## src/pkg/mswk_regs.vh

```
/*
 constants for the magnetic measure and wake-up sequencer.
 assumes inclusion by bare name from the design files only.
*/
`ifndef MSWK_REGS_VH
`define MSWK_REGS_VH
// clock rate in MHz
`define MSWK_CLK_MHZ 100
// settle times in ns
`define MSWK_BIAS_NS 200
`define MSWK_FOSC_NS 100
`define MSWK_HALL_NS 300
// interrupt pulse length in ns
`define MSWK_INT_NS 1000
// channel codes on the multiplexer
`define MSWK_CH_X 2'h0
`define MSWK_CH_Y 2'h1
`define MSWK_CH_Z 2'h2
`define MSWK_CH_T 2'h3
// widths
`define MSWK_MAG_W 12
`define MSWK_TMP_W 10
// reset value of temperature step enable
`define MSWK_TEMP_EN_RST 1'b1
`endif

```

## src/hdl/mswk_top.v

```verilog
/*
 measurement sequencer and wake-up comparator of a three-axis magnetic sensor.
 assumes a converter on core_clk, a supply level from the analog side,
 configuration strobes from the serial unit, and raw bus pins from outside.
*/
`include "mswk_regs.vh"
module mswk_top #(
   parameter MAG_W = `MSWK_MAG_W,
   parameter TMP_W = `MSWK_TMP_W
) (
   // clock and reset
   input wire core_clk,
   input wire rstn,
   // configuration from the serial unit
   input wire cfg_write,
   input wire cfg_temp_en,
   input wire cfg_wake_en,
   input wire cfg_ca_en,
   input wire meas_trig,
   input wire [MAG_W-1:0] thr_hi_x,
   input wire [MAG_W-1:0] thr_lo_x,
   input wire [MAG_W-1:0] thr_hi_y,
   input wire [MAG_W-1:0] thr_lo_y,
   input wire [MAG_W-1:0] thr_hi_z,
   input wire [MAG_W-1:0] thr_lo_z,
   // analog side
   input wire supply_ok,
   input wire [MAG_W-1:0] adc_data,
   input wire adc_done,
   output reg bias_en,
   output reg fosc_en,
   output reg hall_bias_en,
   output reg [1:0] mux_sel,
   output reg adc_start,
   // results
   output reg [MAG_W-1:0] res_x,
   output reg [MAG_W-1:0] res_y,
   output reg [MAG_W-1:0] res_z,
   output reg [TMP_W-1:0] res_t,
   output reg res_valid,
   output reg busy_meas,
   // bus pins
   input wire scl_in,
   input wire sda_in,
   input wire sda_low_req,
   output reg scl_out,
   output reg scl_oe,
   output reg sda_out,
   output reg sda_oe
);
   localparam BIAS_CYC = (`MSWK_BIAS_NS * `MSWK_CLK_MHZ + 999) / 1000;
   localparam FOSC_CYC = (`MSWK_FOSC_NS * `MSWK_CLK_MHZ + 999) / 1000;
   localparam HALL_CYC = (`MSWK_HALL_NS * `MSWK_CLK_MHZ + 999) / 1000;
   localparam INT_CYC = (`MSWK_INT_NS * `MSWK_CLK_MHZ) / 1000;

   localparam [7:0] S_LOWP = 8'h01;
   localparam [7:0] S_BIAS = 8'h02;
   localparam [7:0] S_CHK = 8'h04;
   localparam [7:0] S_FOSC = 8'h08;
   localparam [7:0] S_HALL = 8'h10;
   localparam [7:0] S_CONV = 8'h20;
   localparam [7:0] S_WAIT = 8'h40;
   localparam [7:0] S_HALT = 8'h80;

   // signed compare of one axis against its window
   function out_of_win;
      input [MAG_W-1:0] v;
      input [MAG_W-1:0] hi;
      input [MAG_W-1:0] lo;
      begin
         out_of_win = ($signed(v) > $signed(hi)) || ($signed(v) < $signed(lo));
      end
   endfunction

   // synchronisers: supply, scl, sda
   reg [2:0] sync1_reg;
   reg [2:0] sync2_reg;
   reg scl_d_reg;
   reg sda_d_reg;
   wire sup_ok = sync2_reg[0];
   wire scl_s = sync2_reg[1];
   wire sda_s = sync2_reg[2];

   reg [7:0] state_reg;
   reg [7:0] state_next;
   reg [7:0] cnt_reg;
   reg [7:0] cnt_next;
   reg configured_reg;
   reg temp_en_reg;
   reg wake_en_reg;
   reg ca_en_reg;
   reg bus_busy_reg;
   reg int_pend_reg;
   reg [7:0] int_cnt_reg;
   reg cyc_done;

   // start seen while clock high marks the bus busy, stop seen while clock high marks it idle
   wire start_seen = scl_s && scl_d_reg && sda_d_reg && !sda_s;
   wire stop_seen = scl_s && scl_d_reg && !sda_d_reg && sda_s;
   wire bus_idle = !bus_busy_reg && scl_s && sda_s;

   wire last_ch = temp_en_reg ? (mux_sel == `MSWK_CH_T) : (mux_sel == `MSWK_CH_Z);

   // window outcome of the new set, OR over three axes
   wire wake_hit = out_of_win(res_x, thr_hi_x, thr_lo_x)
      || out_of_win(res_y, thr_hi_y, thr_lo_y)
      || out_of_win(res_z, thr_hi_z, thr_lo_z);

   always @(posedge core_clk) begin
      if (!rstn) begin
         // pins idle high so no false edge after reset, supply taken as low
         sync1_reg <= 3'h6;
         sync2_reg <= 3'h6;
         scl_d_reg <= 1'b1;
         sda_d_reg <= 1'b1;
      end else begin
         sync1_reg <= {sda_in, scl_in, supply_ok};
         sync2_reg <= sync1_reg;
         scl_d_reg <= scl_s;
         sda_d_reg <= sda_s;
      end
   end

   // configuration latch
   always @(posedge core_clk) begin
      if (!rstn) begin
         configured_reg <= 1'b0;
         temp_en_reg <= `MSWK_TEMP_EN_RST;
         wake_en_reg <= 1'b0;
         ca_en_reg <= 1'b0;
      end else if (cfg_write) begin
         configured_reg <= 1'b1;
         temp_en_reg <= cfg_temp_en;
         wake_en_reg <= cfg_wake_en;
         ca_en_reg <= cfg_ca_en;
      end
   end

   // sequencer
   always @* begin
      state_next = state_reg;
      cnt_next = cnt_reg;
      cyc_done = 1'b0;
      case (state_reg)
         S_LOWP: begin
            // nothing measured until the master has configured us
            if (cfg_write || (configured_reg && meas_trig)) begin
               state_next = S_BIAS;
               cnt_next = BIAS_CYC[7:0];
            end
         end
         S_BIAS: begin
            if (cnt_reg == 8'h00) begin
               state_next = S_CHK;
            end else begin
               cnt_next = cnt_reg - 8'h01;
            end
         end
         S_CHK: begin
            state_next = S_FOSC;
            cnt_next = FOSC_CYC[7:0];
         end
         S_FOSC: begin
            if (cnt_reg == 8'h00) begin
               state_next = S_HALL;
               cnt_next = HALL_CYC[7:0];
            end else begin
               cnt_next = cnt_reg - 8'h01;
            end
         end
         S_HALL: begin
            if (cnt_reg == 8'h00) begin
               state_next = S_CONV;
            end else begin
               cnt_next = cnt_reg - 8'h01;
            end
         end
         S_CONV: begin
            state_next = S_WAIT;
         end
         S_WAIT: begin
            if (adc_done) begin
               if (last_ch) begin
                  state_next = S_LOWP;
                  cyc_done = 1'b1;
               end else begin
                  state_next = S_CONV;
               end
            end
         end
         S_HALT: begin
            if (sup_ok) begin
               state_next = S_BIAS;
               cnt_next = BIAS_CYC[7:0];
            end
         end
         default: begin
            state_next = S_LOWP;
         end
      endcase
      // a supply dip anywhere in a cycle halts it, and it restarts from bias when supply returns
      if (!sup_ok && state_reg != S_LOWP && state_reg != S_HALT) begin
         state_next = S_HALT;
         cyc_done = 1'b0;
      end
   end

   always @(posedge core_clk) begin
      if (!rstn) begin
         state_reg <= S_LOWP;
         cnt_reg <= 8'h00;
         mux_sel <= `MSWK_CH_X;
         adc_start <= 1'b0;
         bias_en <= 1'b0;
         fosc_en <= 1'b0;
         hall_bias_en <= 1'b0;
         busy_meas <= 1'b0;
         res_x <= {MAG_W{1'b0}};
         res_y <= {MAG_W{1'b0}};
         res_z <= {MAG_W{1'b0}};
         res_t <= {TMP_W{1'b0}};
         res_valid <= 1'b0;
      end else begin
         state_reg <= state_next;
         cnt_reg <= cnt_next;
         adc_start <= (state_next == S_CONV);
         bias_en <= (state_next != S_LOWP) && (state_next != S_HALT);
         fosc_en <= state_next[3] | state_next[4] | state_next[5] | state_next[6];
         hall_bias_en <= state_next[4] | state_next[5] | state_next[6];
         busy_meas <= (state_next != S_LOWP);
         res_valid <= cyc_done;
         if (state_next == S_BIAS) begin
            mux_sel <= `MSWK_CH_X;
         end else if (state_reg == S_WAIT && adc_done && !last_ch && sup_ok) begin
            mux_sel <= mux_sel + 2'h1;
         end
         if (state_reg == S_WAIT && adc_done && sup_ok) begin
            case (mux_sel)
               `MSWK_CH_X: res_x <= adc_data;
               `MSWK_CH_Y: res_y <= adc_data;
               `MSWK_CH_Z: res_z <= adc_data;
               default: res_t <= adc_data[MAG_W-1:MAG_W-TMP_W];
            endcase
         end
      end
   end

   // bus activity and interrupt pulse on the clock pin
   always @(posedge core_clk) begin
      if (!rstn) begin
         bus_busy_reg <= 1'b0;
         int_pend_reg <= 1'b0;
         int_cnt_reg <= 8'h00;
         scl_out <= 1'b0;
         scl_oe <= 1'b0;
         sda_out <= 1'b0;
         sda_oe <= 1'b0;
      end else begin
         // own pulse pulls scl low, which must not count as traffic
         if (start_seen && int_cnt_reg == 8'h00) begin
            bus_busy_reg <= 1'b1;
         end else if (stop_seen) begin
            bus_busy_reg <= 1'b0;
         end
         sda_oe <= sda_low_req;
         sda_out <= 1'b0;
         scl_out <= 1'b0;
         if (int_cnt_reg != 8'h00) begin
            int_cnt_reg <= int_cnt_reg - 8'h01;
            scl_oe <= (int_cnt_reg != 8'h01);
         end else if (int_pend_reg && bus_idle) begin
            int_pend_reg <= 1'b0;
            int_cnt_reg <= INT_CYC[7:0];
            scl_oe <= 1'b1;
         end else if (int_pend_reg && ca_en_reg && bus_busy_reg) begin
            int_pend_reg <= 1'b0;
            scl_oe <= 1'b0;
         end else begin
            scl_oe <= 1'b0;
         end
         // raised the cycle after results land, so compare sees new values
         if (res_valid && (!wake_en_reg || wake_hit)) begin
            int_pend_reg <= 1'b1;
         end
      end
   end
endmodule

```

## config.mk

```make
export PLATFORM = sky130hd
export DESIGN_NAME = mswk_top
export DESIGN_NICKNAME = d
export VERILOG_FILES = /design/src/hdl/mswk_top.v
export VERILOG_INCLUDE_DIRS = /design/src /design/src/pkg
export SDC_FILE = /design/constraint.sdc
export NUM_CORES = 1
export LEC_CHECK = 0
export ABC_AREA = 1
export BUFFER_PORTS_ARGS = -buffer_cell sky130_fd_sc_hd__buf_2
export CAP_MARGIN = 20
export CORE_UTILIZATION = 58
export DETAILED_ROUTE_END_ITERATION = 8
export HOLD_SLACK_MARGIN = 0.03
export PLACE_DENSITY = 0.88
export REMOVE_ABC_BUFFERS = 1
export SYNTH_ARGS = -nofsm -noshare
export SYNTH_HDL_FRONTEND = slang
export SYNTH_SLANG_ARGS = --single-unit
export TNS_END_PERCENT = 100
```

## constraint.sdc

```tcl
create_clock -name core_clk -period 3.6 [get_ports core_clk]
set_input_delay 0.72 -clock core_clk [delete_from_list [all_inputs] [get_ports core_clk]]
set_output_delay 0.72 -clock core_clk [all_outputs]
set_load 0.01 [all_outputs]
```

==> results by group <==
Floorplan
  • Number of I/O pins: 154
  • Num rows: 36
  • Die Wd: 104 um
  • Die area: 10700 um2
  • Initial cell density of the core: 0.606
  • Core area: 9860 um2
  • Die Y: 104 um

Clock network
  • Post-CTS setup buffer count: 0
  • Clock transition at path regs: 100 ps
  • Root Driver: clkbuf_8
  • CTS max path bufs: 2
  • Clock sink total: 94
  • CTS buffer count: 9
  • Clock network latency to the later pin of the worst-skew pair: 370 ps
  • # hold bufs at CTS: 0
  • CTS resizes: 0
  • CTS tree: built
  • H-tree depth: 3

Final layout
  • Inserted Diodes: 0
  • Top flop regs: res_x (12), res_y (12), res_z (12)
  • Layout cells sized above 1: 0.200
  • Nets: 1185
  • Final std cells w/o fill: 1149
  • Layout overhead on the synthesized area: 16.8%

Setup path
  • Top delay family on crit path: simple AND/OR/NAND/NOR gates
  • CP peak stage delay: 410 ps
  • Buf+Inv Stages, Crit Path: 2
  • Startpoint Class: flip-flop
  • FF-to-FF path depth: 9
  • Critical Path, Cell by Cell: nor2_2 > nand2_1 > inv_2 > nand4_2 > nor3_4 > buf_4 > nand2_2 > o21ai_0 > a21oi_1
  • WP data required: 3870 ps
  • Critical path class: reg2reg
  • CP Max Fanout: 39
  • CP arrival: 2560 ps
  • R2r setup slk: 1310 ps
  • Setup crit end kind: flip-flop
  • Critical path depth: 9
  • CP max stage cell: buf_4

STA
  • Sum Neg Setup Slack: 0 ps
  • Final period utilization: 0.636
  • Relative slew slack: 0.443
  • RSZ-0062 raised after global routing: no
  • Hold violation total from the final report: 0
  • Worst Tran Pin Value: 824 ps
  • Final Setup Violations: 0
  • Fmax: 437 MHz
  • Max Transition Viols Final: 0
  • Final Skew: 11.8 ps
  • Tmin final: 2290 ps

Power and ir drop
  • P_sw: 0.933 mW
  • Clk pwr share: 0.256
  • Switching share of power: 0.358
  • Logic gate share of total power: 0.287
  • Int Pwr: 1.67 mW
  • P per Cell Area: 373 nW/um2
  • P_leak: 3.96 nW
  • Flop pwr share: 0.456
  • Max VDD drop: 0.386 mV

Yosys
  • Post-synth top area share: 0.315
  • Seq/Total Area, Yosys: 0.315
  • Yosys reg bits: 94
  • Area leader, netlist: dfxtp_1
  • Syn Inst Count: 869
  • Syn Std Cell Area: 5980 um2
  • Ys async rst share: 0
  • Syn. warnings: 0
  • EDFF count, synth: 0
  • Most used DFF post-synth: dfxtp_1
  • Syn avg cell area: 6.88 um2
  • Commonest cells post-synth: nand2_1 (207), inv_1 (158), dfxtp_1 (94), a21oi_1 (82), ha_1 (78)
  • Most common cell in the netlist: nand2_1
  • Post-synth cell types: 39
  • Top post-synthesis cells by area: dfxtp_1 (31%), ha_1 (16%), nand2_1 (13%)

Global route
  • Total gr overflow: 0
  • Initial antenna violation count: 0
  • Gr usage total: 0.265
  • First-pass GRT wire length: 23200 um
  • Largest net degree at the start of global routing: 72
  • Vias in the first global route: 5188

Place
  • GPL Wtd Cong: 0.885
  • Inst Count DP: 1132
  • DP HPWL: 11100 um
  • Buffers on Ports: 151

Route
  • Drt pass-1 iters: 5
  • Routed length per instance: 12.3 um
  • Total number of vias: 5877
  • Drc violations: 0
  • Via-to-Cell Ratio: 5.11
  • Post-route antenna net violation count: 0
  • DRT iter0 DRCs: 308
  • Total wire length: 14100 um

Worst hold path
  • Hold/Removal Path Class: reg2reg
  • Hold Crit Depth: 2

Job
  • Max Cap Viol: 0

Run status
  • Status: completed
## layer usage
layer | GRT usage | vias up | wire [um]
li1 | - | 3044 | -
met1 | 0.328 | 2633 | 6050
met2 | 0.470 | 175 | 6900
met3 | 0.0503 | 25 | 913
met4 | 0.0704 | 0 | 209
met5 | 0 | - | 0
## power by group through the flow
stage | clock network, mW | registers (mW) | logic [mW]
after global placement | 0 | 1.21 | 0.714
after detailed placement | 0 | 1.21 | 0.731
after floorplan | 0 | 1.21 | 0.538
after global routing | 0.713 | 1.20 | 0.858
after CTS | 0.674 | 1.19 | 0.738
final | 0.667 | 1.19 | 0.748
## logic make-up after synthesis
logic type,Yosys count,share of synthesized area
and+or+nand+nor,390,0.286
DFF,94,0.315
other,1,0.000627
AOI/OAI and AO/OA,112,0.0996
adders and majority gates,78,0.163
buffers and inverters,190,0.130
xor gates and xnor gates,4,0.00586
## cell type report
type,count,area (um2)
clock inverter,7,65.1
sequential,94,1880
multi-input combinational,586,3330
fill,838,2880
clock buffer,9,124
tap,133,166
timing repair buffer,154,791
inverter,166,626
## worst reg2reg max path, stage by stage (launching register included)
cell,delay [ps]
dfxtp_1,350
nor2_2,150
nand2_1,140
inv_2,100
nand4_2,170
nor3_4,360
buf_4,410
nand2_2,240
o21ai_0,210
a21oi_1,60
## final timing paths
kind / start / end
hold reg to reg: sync1_reg[0] / sync2_reg[0]
hold / removal: sync1_reg[0] / sync2_reg[0]
setup reg to reg: state_reg[1] / res_z[0]
setup / recovery: state_reg[1] / res_z[0]
## layout by cell type, fill, tap and decap left out, drive strengths merged, types with 4 or more instances in the layout
master	instances
nand3	67
a21oi	82
nor2	68
nand4	16
nand2	210
buf	154
ha	78
clkbuf	9
o21ai	17
dfxtp	94
a211oi	4
nor3	16
or2	8
inv	169
## stage by stage
step,hold slack (ps),power (mW),setup slack (ps),util,cell area (um2)
after floorplan,390,1.75,393,-,5830
after global placement,394,1.92,1300,0.687,6770
after detailed placement,395,1.94,1240,0.687,6770
after CTS,420,2.60,1320,0.706,6960
after global routing,433,2.77,1020,0.708,6980
final,422,2.60,1310,0.708,6980
(Power assumes the default switching activity.)
